$ cat config.mk
export PLATFORM = sky130hd
export DESIGN_NAME = modem_pins
export DESIGN_NICKNAME = d
export VERILOG_FILES = /design/src/verilog/modem_pins_pkg.sv /design/src/verilog/modem_pins.sv
export VERILOG_INCLUDE_DIRS = /design/src /design/src/verilog
export SDC_FILE = /design/constraint.sdc
export NUM_CORES = 1
export LEC_CHECK = 0
export BUFFER_PORTS_ARGS = -buffer_cell sky130_fd_sc_hd__clkbuf_2
export CAP_MARGIN = 20
export CELL_PAD_IN_SITES_DETAIL_PLACEMENT = 1
export CELL_PAD_IN_SITES_GLOBAL_PLACEMENT = 1
export CORE_ASPECT_RATIO = 0.75
export CORE_MARGIN = 2
export CORE_UTILIZATION = 41
export CTS_CLUSTER_DIAMETER = 120
export CTS_CLUSTER_SIZE = 24
export DETAILED_ROUTE_END_ITERATION = 10
export GPL_ROUTABILITY_DRIVEN = 0
export PLACE_DENSITY = 0.82
export SETUP_SLACK_MARGIN = 0.15
export SYNTH_ARGS = -nofsm -noshare
export SYNTH_HDL_FRONTEND = slang
export SYNTH_SLANG_ARGS = --single-unit
$ cat constraint.sdc
create_clock -name I_CLK -period 4.4 [get_ports I_CLK]
set_input_delay 0.88 -clock I_CLK [delete_from_list [all_inputs] [get_ports I_CLK]]
set_output_delay 0.88 -clock I_CLK [all_outputs]
set_load 0.005 [all_outputs]
$ cat src/verilog/modem_pins_defines.svh
// Offsets, field positions and reset values of the modem pin block
`ifndef MODEM_PINS_DEFINES_SVH
`define MODEM_PINS_DEFINES_SVH

// ----------------------------------------------------------------
// Register byte offsets
// ----------------------------------------------------------------
`define DEC_W         5
`define OFF_MCTRL     5'h00
`define OFF_FCTRL     5'h04
`define OFF_MSTAT     5'h08
`define OFF_ISTAT     5'h10
`define OFF_IMASK     5'h14

// ----------------------------------------------------------------
// Field positions
// ----------------------------------------------------------------
`define CTL_W         8
`define MCR_RTS       1
`define MCR_LOOP      4
`define MCR_AUTO_RTS  5
`define FCR_FIFO_EN   0
`define FCR_DMA_MODE  3
`define MSR_RING_TRAILING_EDGE_FLAG      2
`define MSR_RI        6
`define EV_W          2
`define EV_RING       0
`define EV_RECEIVE_DMA_REQUEST_N      1

// ----------------------------------------------------------------
// Synchroniser lanes and reset values
// ----------------------------------------------------------------
`define SY_W          5
`define SY_RI         0
`define SY_MRST       1
`define SY_NE         2
`define SY_TRIG       3
`define SY_TMO        4
`define SY_RST        5'h01
`define CTL_RST       8'h00
`define EV_RST        2'h0
`define DATA_RST      32'h0000_0000

`endif

$ cat src/verilog/modem_pins_pkg.sv
// Types shared by the modem pin block
package modem_pins_pkg;

  typedef enum logic {RX_IDLE, RX_ACTIVE} rx_dma_t;

  typedef struct packed {
    logic        psel;
    logic        penable;
    logic        pwrite;
    logic [4:0]  paddr;
    logic [31:0] pwdata;
  } apb_req_t;

  typedef struct packed {
    logic [4:0]  s1;
    logic [4:0]  s2;
    logic [4:0]  s3;
    logic [4:0]  q;
    logic [7:0]  modem_control_reg;
    logic [7:0]  fcr;
    logic        ring_trailing_edge_flag;
    logic [1:0]  ev;
    logic [1:0]  mask;
    logic        auto_hold;
    rx_dma_t     rx;
    logic        rts_n;
    logic        receive_dma_request_n_n;
    logic        irq;
    logic        pready;
    logic        pslverr;
    logic [31:0] prdata;
  } state_t;

endpackage

$ cat src/verilog/modem_pins.sv
// Modem pin status, request-to-send control and receive DMA request
`timescale 1ns/1ps
`include "modem_pins_defines.svh"

module modem_pins
  import modem_pins_pkg::*;
#(
  parameter int ADDR_W = 8
) (
  // Clock and reset
  input  wire logic              I_CLK,
  input  wire logic              I_RESET_N,
  // APB slave
  input  wire logic              I_PSEL,
  input  wire logic              I_PENABLE,
  input  wire logic              I_PWRITE,
  input  wire logic [ADDR_W-1:0] I_PADDR,
  input  wire logic [31:0]       I_PWDATA,
  output logic      [31:0]       O_PRDATA,
  output logic                   O_PREADY,
  output logic                   O_PSLVERR,
  // Modem and receiver status pins
  input  wire logic              I_RING_INDICATOR_N,
  input  wire logic              I_MASTER_RESET_IN,
  input  wire logic              I_RX_NOT_EMPTY,
  input  wire logic              I_RX_TRIGGER,
  input  wire logic              I_RX_TIMEOUT,
  // Pin outputs
  output logic                   O_REQUEST_TO_SEND_N,
  output logic                   O_RECEIVE_DMA_REQUEST_N,
  output logic                   O_IRQ
);

  // ----------------------------------------------------------------
  // Elaboration check
  // ----------------------------------------------------------------
  if (ADDR_W < `DEC_W) begin : g_bad_addr
    $error("ADDR_W too small for the register map");
  end

  // ----------------------------------------------------------------
  // Helpers
  // ----------------------------------------------------------------
  function automatic logic hit(input logic [4:0] a, input logic [4:0] off);
    return a == off;
  endfunction

  function automatic logic mapped(input logic [ADDR_W-1:0] a);
    logic [4:0] lo;
    lo = a[4:0];
    return (a[ADDR_W-1:0] >> `DEC_W) == '0 &&
           (hit(lo, `OFF_MCTRL) || hit(lo, `OFF_FCTRL) || hit(lo, `OFF_MSTAT) ||
            hit(lo, `OFF_ISTAT) || hit(lo, `OFF_IMASK));
  endfunction

  state_t   st;
  state_t   n;
  apb_req_t req;
  logic     setup;
  logic     done;
  logic     wr_done;
  logic     msr_rd_done;
  logic     ri_rise;
  logic     mrst;
  logic     fifo_on;
  logic     mode1;
  logic     rx_ne;
  logic     rx_trig;
  logic     rx_tmo;
  logic     ok;

  assign req = '{psel: I_PSEL, penable: I_PENABLE, pwrite: I_PWRITE,
                 paddr: I_PADDR[4:0], pwdata: I_PWDATA};

  // ----------------------------------------------------------------
  // Next state
  // ----------------------------------------------------------------
  always_comb begin
    n = st;
    ok = mapped(I_PADDR);
    // Pin inputs: three stages, accept when second and third agree
    n.s1 = {I_RX_TIMEOUT, I_RX_TRIGGER, I_RX_NOT_EMPTY, I_MASTER_RESET_IN,
            I_RING_INDICATOR_N};
    n.s2 = st.s1;
    n.s3 = st.s2;
    n.q  = (st.s2 & st.s3) | (st.q & (st.s2 ^ st.s3));
    mrst    = st.q[`SY_MRST];
    rx_ne   = st.q[`SY_NE];
    rx_trig = st.q[`SY_TRIG];
    rx_tmo  = st.q[`SY_TMO];
    ri_rise = n.q[`SY_RI] & ~st.q[`SY_RI];
    fifo_on = st.fcr[`FCR_FIFO_EN];
    mode1   = fifo_on & st.fcr[`FCR_DMA_MODE];

    // APB: setup cycle, then a single access cycle with pready
    setup       = req.psel & ~req.penable;
    done        = req.psel & req.penable & st.pready;
    wr_done     = done & req.pwrite;
    msr_rd_done = done & ~req.pwrite & hit(req.paddr, `OFF_MSTAT) & ok;
    n.pready    = setup;
    n.pslverr   = setup & ~ok;
    n.prdata    = `DATA_RST;
    if (setup && !req.pwrite && ok) begin
      unique case (req.paddr)
        `OFF_MCTRL: n.prdata[7:0] = st.modem_control_reg;
        `OFF_FCTRL: n.prdata[7:0] = st.fcr;
        `OFF_MSTAT: begin
          n.prdata[`MSR_RI]   = ~st.q[`SY_RI];
          n.prdata[`MSR_RING_TRAILING_EDGE_FLAG] = st.ring_trailing_edge_flag;
        end
        `OFF_ISTAT: n.prdata[1:0] = st.ev;
        `OFF_IMASK: n.prdata[1:0] = st.mask;
        default:    n.prdata = `DATA_RST;
      endcase
    end

    // Register writes
    if (wr_done && ok) begin
      if (hit(req.paddr, `OFF_MCTRL)) n.modem_control_reg = req.pwdata[7:0];
      if (hit(req.paddr, `OFF_FCTRL)) n.fcr = req.pwdata[7:0];
      if (hit(req.paddr, `OFF_IMASK)) n.mask = req.pwdata[1:0];
      if (hit(req.paddr, `OFF_ISTAT)) n.ev = st.ev & ~req.pwdata[1:0];
    end

    // Ring trailing edge flag: set wins over read clear
    if (msr_rd_done) n.ring_trailing_edge_flag = 1'b0;
    if (ri_rise) n.ring_trailing_edge_flag = 1'b1;
    if (ri_rise) n.ev[`EV_RING] = 1'b1;

    // Receive DMA request
    unique case (st.rx)
      RX_IDLE: begin
        if (mode1 ? (rx_ne && (rx_trig || rx_tmo)) : rx_ne) n.rx = RX_ACTIVE;
      end
      RX_ACTIVE: begin
        if (!rx_ne) n.rx = RX_IDLE;
      end
    endcase
    if (n.rx == RX_ACTIVE && st.rx == RX_IDLE) n.ev[`EV_RECEIVE_DMA_REQUEST_N] = 1'b1;
    n.receive_dma_request_n_n = ~(n.rx == RX_ACTIVE);

    // Automatic request-to-send: hold off at threshold, release when empty
    if (!(st.modem_control_reg[`MCR_AUTO_RTS] && fifo_on) || !rx_ne) n.auto_hold = 1'b0;
    else if (rx_trig) n.auto_hold = 1'b1;

    // Master reset clears control state
    if (mrst) begin
      n.modem_control_reg       = `CTL_RST;
      n.fcr       = `CTL_RST;
      n.mask      = `EV_RST;
      n.ev        = `EV_RST;
      n.ring_trailing_edge_flag      = 1'b0;
      n.auto_hold = 1'b0;
      n.rx        = RX_IDLE;
      n.receive_dma_request_n_n   = 1'b1;
    end

    n.rts_n = mrst | st.modem_control_reg[`MCR_LOOP] | ~st.modem_control_reg[`MCR_RTS] | n.auto_hold;
    n.irq   = |(n.ev & n.mask);
  end

  // ----------------------------------------------------------------
  // State register
  // ----------------------------------------------------------------
  always_ff @(posedge I_CLK or negedge I_RESET_N) begin
    if (!I_RESET_N) begin
      st           <= '0;
      st.s1        <= `SY_RST;
      st.s2        <= `SY_RST;
      st.s3        <= `SY_RST;
      st.q         <= `SY_RST;
      st.rx        <= RX_IDLE;
      st.rts_n     <= 1'b1;
      st.receive_dma_request_n_n   <= 1'b1;
    end else begin
      st <= n;
    end
  end

  assign O_PRDATA                = st.prdata;
  assign O_PREADY                = st.pready;
  assign O_PSLVERR               = st.pslverr;
  assign O_REQUEST_TO_SEND_N     = st.rts_n;
  assign O_RECEIVE_DMA_REQUEST_N = st.receive_dma_request_n_n;
  assign O_IRQ                   = st.irq;
endmodule

==> results of run 1 <==
-- power breakdown --
| group | switching (mW) | internal [mW] | total [mW] |
|---|---|---|---|
| clock | 0.167 | 0.128 | 0.295 |
| sequential | 0.0188 | 0.537 | 0.556 |
| combinational | 0.0449 | 0.0307 | 0.0755 |
| total | 0.230 | 0.696 | 0.927 |
-- area by class of cell --
cell class                      count  share of cell area, %
Clock buffer                        7                   3.16
Sequential cell                    56                   51.6
Timing Repair Buffer               39                   7.24
Multi-Input combinational cell    154                   33.9
Clock inverter                      1                  0.275
Inverter                            2                  0.275
Tap cell                           78                   3.57
-- registers in the layout, summed over array words and instances, names as in the netlist --
signal / cells
O_IRQ: 1
O_PRDATA: 8
O_PREADY: 1
O_PSLVERR: 1
O_RECEIVE_DMA_REQUEST_N: 1
O_REQUEST_TO_SEND_N: 1
fifo_on: 1
mrst: 1
n: 10
rx_ne: 1
rx_tmo: 1
rx_trig: 1
st: 28
-- cell usage after synthesis (all sizes together) (4+ instances only) --
| cell | count | share of area (%) |
|---|---|---|
| clkbuf | 8 | 1.2 |
| dfrtp | 50 | 49 |
| a21o | 5 | 1.5 |
| mux2i | 4 | 1.6 |
| a22oi | 5 | 1.5 |
| nand3 | 19 | 3.7 |
| nor2b | 4 | 0.98 |
| dfstp | 6 | 6.2 |
| a21oi | 18 | 3.5 |
| nor4 | 4 | 1.6 |
| nor2 | 13 | 1.9 |
| o21ai | 18 | 3.7 |
| ha | 5 | 2.5 |
| buf | 36 | 10 |
| nand2b | 7 | 1.7 |
-- layout by cell type, fill, tap and decap left out, drive strengths merged, types with 2 or more instances in the layout --
cell / instances
and2: 2
nand2b: 7
a21o: 5
conb: 24
mux2i: 4
clkbuf: 45
dfstp: 6
nand4b: 2
nor2: 13
nor2b: 4
o21ai: 18
or2: 2
nor3: 2
dfrtp: 50
a21oi: 18
a221oi: 3
inv: 2
nand3: 19
ha: 5
a22oi: 5
or4b: 2
nor4: 4
-- routing by layer --
metal,track usage (%),vias to the layer above,routed length [um]
met3,3.74,8,237
met5,0,-,0
met1,23.6,868,2500
met4,4.83,0,67
li1,-,815,-
met2,25.2,47,2460
-- through the flow --
step / power [mW] / util [%] / hold slack (ns) / std cells
finish: 0.927 / 46.2 / 0.358 / 337
global route: 0.968 / 46.2 / 0.364 / 337
CTS: 0.935 / 46.2 / 0.361 / 337
detailed placement: 0.643 / 44.6 / 0.340 / 329
global placement: 0.637 / 44.6 / 0.332 / 329
floorplan: 0.616 / - / 0.331 / 256
-- critical path: stages --
cell and delay [ns]:
clkbuf_2 0.13, or4b_4 0.59, nor4_1 0.41, a31oi_1 0.21, a22o_1 0.23
-- path summary, 6_finish.rpt --
path	from	end	slack [ns]
worst min-delay path	n[72]$_DFF_PN0_	n[67]$_DFF_PN0_	0.36
max in group asynchronous	I_RESET_N	st[65]$_DFF_PN1_	3.05
worst min register to register	n[72]$_DFF_PN0_	n[67]$_DFF_PN0_	0.36
worst max-delay path	I_PADDR[1]	O_IRQ$_DFF_PN0_	2.16
min in group asynchronous	I_RESET_N	n[69]$_DFF_PN0_	0.48
worst max register to register	mrst$_DFF_PN0_	O_REQUEST_TO_SEND_N$_DFF_PN1_	2.48
-- cell families after synthesis --
kind of cell / after synthesis
AND/OR/NAND/NOR: 67
flip-flops: 56
AO/OA/AOI/OAI: 54
buffers and inverters: 46
adder cells (fa/ha/maj): 5
multiplexers: 4
other: 1
==> reports/metrics.cfg, run 1 <==
[status]
outcome = completed

[global_route]
antenna_found_initial = 0
grt.overflow.total = 0
grt_first_pass_wirelength_mm = 8.58
grt_pass1_vias = 1733
grt_max_degree = 40
track_usage_pct = 16.5

[clock_network]
cts_sinks = 56
clk_path_buf_depth = 2
cts_tree = done
clk_latency_ns = 0.32
cts_setup_buffers = 0
cts_resized = 0
cts_buffers = 5
cts_max_level = 2
root_buffer = clkbuf_8
cts_hold_buf = 0
clkSlewWorstSetupHoldPaths_ns = 0.09

[yosys]
synth_fa_ha_area_share_pct = 2.45
ys_ff_latch = 56
synth_area_um2 = 2550
synthFlopType = dfrtp_1
synth.area.mux_share_pct = 1.57
synth_top_family_by_area = simple AND/OR/NAND/NOR gates
synthArstFlopShare_pct = 100
synth_xor_area_share_pct = 0
synth_edf_count = 0
syn_area_per_cell_um2 = 10.9
yosysUniqueCellTypes = 44
synthCells = 233
synth_warnings = 0
synth-simple-area-share_pct = 15.9
synth-compound-area-share_pct = 12.8
ys_seq_area_share_pct = 55.2

[worst_hold_path]
min_path_cells = 0
min_path_type = reg -> reg

[sta]
max_freq_mhz = 446
skew_ns = 0.0118
fin_crit_ns = 2.24
slew_headroom_pct = 43.3
hold_viol_final = 0
worst_slack_ns = 2.16
tightest_slew_ns = 0.851
rsz0062_at_grt = no
setup_viol = 0
tns_ns = 0
timing.final.crit_share_pct = 50.9
slew_violations = 0

[drt]
firstDrtPassIters = 4
wl_mm = 5.26
remaining_drc_errors = 0
vias_per_cell = 5.16
num_vias = 1738
drtIter0Drc = 88
ant_nets = 0
post_drt_wl_per_cell_um = 15.6

[die]
pin_count = 87
num_rows = 24
die-area_um2 = 6880
fp.coreArea_um2 = 5920
die_height_um = 72.3
die_w_um = 95.1
start_util_pct = 43.1

[placement]
place_ws_ns = 1.85
dp_hpwl_mm = 3.76
port_buffers = 38
postPlaceCellArea_um2 = 2640

[critical_path]
worstPathRequired_ns = 4.60
endpoint_kind = register
criticalPathCategory = in -> reg
cp-start-kind = primary input
crit_fanout = 6
rr_worst_depth = 3
arrival_ns = 2.44

[cells_and_area]
fillCellCount = 670
nets = 313
regArea_um2 = 1410
area_delta_synth_final_pct = 7.01
fin_area_um2 = 2730
n_antenna_cell = 0
multi_input_area_um2 = 925
drive_above_1_share_pct = 22.8

[power_and_ir_drop]
ir_drop_v = 0.000206
power.leakage_nw = 1.26
p_per_area_nw_per_um2 = 339

[job]
drv_cap = 0

Power figures use the tool's default switching activity.
==> run 2: changes to the inputs <==
Settings changed: CORE_UTILIZATION 41 to 38, PLACE_DENSITY 0.82 to 0.76.
Clock period 4.4 ns to 2.2 ns, I/O delays scaled along.
==> reports/metrics.cfg, run 2 (synthesis gave the netlist of run 1 again) <==
[critical_path]
cp-start-kind = primary input
r2r-start = O_PREADY$_DFF_PN0_
r2r-end = O_IRQ$_DFF_PN0_
r2r_slack_ns = 0.69  ; -1.79 ns
rr_worst_depth = 5  ; +2
worstPathRequired_ns = 2.40  ; -2.20 ns
endpoint_kind = register
crit_fanout = 8  ; +2
arrival_ns = 1.96  ; -0.48 ns
criticalPathCategory = in -> reg

[sta]
fin_crit_ns = 1.76
tightest_slew_ns = 0.650  ; -0.201 ns
skew_ns = 0.0115  ; -0.000243 ns
rsz0062_at_grt = no
tns_ns = 0  ; unchanged
timing.final.crit_share_pct = 80.1
hold_viol_final = 0  ; unchanged
slew_violations = 0  ; unchanged
max_freq_mhz = 567
worst_hold_slack_ns = 0.131  ; -0.228 ns
slew_headroom_pct = 56.7  ; +13 points
setup_viol = 0  ; unchanged

[drt]
num_vias = 1725  ; -0.75%
vias_per_cell = 4.94  ; -4.2%
wl_mm = 5.30  ; +0.76%
post_drt_wl_per_cell_um = 15.2  ; -2.7%
remaining_drc_errors = 0  ; unchanged
drtIter0Drc = 55  ; -38%
firstDrtPassIters = 4  ; unchanged
ant_nets = 0  ; unchanged

[clock_network]
clk_path_buf_depth = 2  ; unchanged
cts_hold_buf = 0  ; unchanged
cts_max_level = 2  ; unchanged
root_buffer = clkbuf_8
clk_latency_ns = 0.32  ; about the same
cts_sinks = 56  ; unchanged
cts_resized = 0  ; unchanged
cts_buffers = 5  ; unchanged
cts_setup_buffers = 0  ; unchanged
clkSlewWorstSetupHoldPaths_ns = 0.10  ; about the same
cts_tree = done

[die]
pin_count = 87  ; unchanged
num_rows = 25  ; +4.2%
start_util_pct = 39.8  ; -3.3 points
die-area_um2 = 7390  ; +7.5%
die_w_um = 98.6  ; +3.7%
fp.coreArea_um2 = 6410  ; +8.4%
die_height_um = 75.0  ; +3.7%

[status]
outcome = completed

[global_route]
grt_max_degree = 34  ; -15%
track_usage_pct = 15.3  ; -1.2 points
grt_first_pass_wirelength_mm = 8.71  ; +1.6%
antenna_found_initial = 0  ; unchanged
grt.overflow.total = 0  ; unchanged
grt_pass1_vias = 1801  ; +3.9%

[cells_and_area]
final_util_pct = 44.3  ; -1.8 points
largest_register_ffs = 28  ; unchanged
final_common_cell = dfrtp_1
drive_above_1_share_pct = 25.7  ; +3.0 points
nets = 322  ; +2.9%
regMostFlops = st
final_cell_mix = dfrtp_1, clkbuf_2, conb_1, nand3_1, a21oi_1
fillCellCount = 742  ; +11%
n_antenna_cell = 0  ; unchanged
area_delta_synth_final_pct = 11.4

[power_and_ir_drop]
p_per_area_nw_per_um2 = 701  ; +110%
power.leakage_nw = 1.32  ; +5.4%
ir_drop_v = 0.000333  ; +62%

[job]
drv_cap = 0  ; unchanged

[worst_hold_path]
min_path_type = in -> async

[placement]
dp_hpwl_mm = 3.82  ; +1.5%
port_buffers = 38  ; unchanged

[run 2: cell types whose count changed in the layout (fill, tap and decap cells not counted)]
cell	before	now
clkinvlp_4	1	0
clkinv_4	0	1
bufinv_16	0	1
clkbuf_1	1	0
buf_4	1	9
buf_12	0	1
[run 2: report_power, final]
part | leakage [nW] | internal (mW) | total [mW] | switching [mW]
sequential | 0.720 | 1.07 | 1.10 | 0.0213
combinational | 0.543 | 0.0702 | 0.177 | 0.107
clock | 0.0614 | 0.373 | 0.719 | 0.346
total | 1.32 | 1.52 | 1.99 | 0.475
[run 2: critical path: stages]
cell and delay (ns):
clkbuf_2 0.09, nor3_1 0.34, nand3_1 0.17, or3b_2 0.59, nor4_1 0.32
[run 2: worst max path at each step]
| stage | to | cells past startpoint | slack, ns | startpoint |
|---|---|---|---|---|
| 2_1_floorplan | O_PRDATA[0]$_DFF_PN0_ | 6 | 0.45 | I_PADDR[2] |
| 3_3_place_gp | O_PRDATA[0]$_DFF_PN0_ | 5 | 0.19 | I_PADDR[6] |
| 3_5_place_dp | O_PRDATA[1]$_DFF_PN0_ | 5 | 0.1 | I_PADDR[6] |
| 4_1_cts | O_PRDATA[1]$_DFF_PN0_ | 5 | 0.43 | I_PADDR[6] |
| 5_1_grt | O_PRDATA[1]$_DFF_PN0_ | 5 | 0.31 | I_PADDR[6] |
| 6_report | O_PRDATA[1]$_DFF_PN0_ | 5 | 0.44 | I_PADDR[6] |
[run 2: routing by layer]
layer	GRT usage, %	part of all wire (%)	up-vias	wire length (um)
met4	5.48	1.2	0	64
met2	24.6	46	38	2420
met1	20.5	49	846	2580
met3	4.09	4.5	6	238
met5	0	0	-	0
li1	-	-	835	-
[run 2: layout make-up]
cell class | count | area, um^2 | area share (%)
multi-input combinational | 154 | 925 | 32.5
inverter | 2 | 7.51 | 0.264
tap | 81 | 101 | 3.57
clock buffer | 6 | 82.6 | 2.91
sequential | 56 | 1410 | 49.6
timing repair buffer | 48 | 278 | 9.78
clock inverter | 2 | 38.8 | 1.37
[run 2: per-stage QoR]
stage | power, mW | area [um^2] | instances | setup WS (ns)
final | 1.99 | 2840 | 349 | 0.437
after global routing | 2.09 | 2840 | 349 | 0.313
after CTS | 2.02 | 2840 | 349 | 0.433
after detailed placement | 1.30 | 2720 | 341 | 0.0978
after global placement | 1.29 | 2720 | 341 | 0.189
after floorplan | 1.23 | 2640 | 256 | 0.451
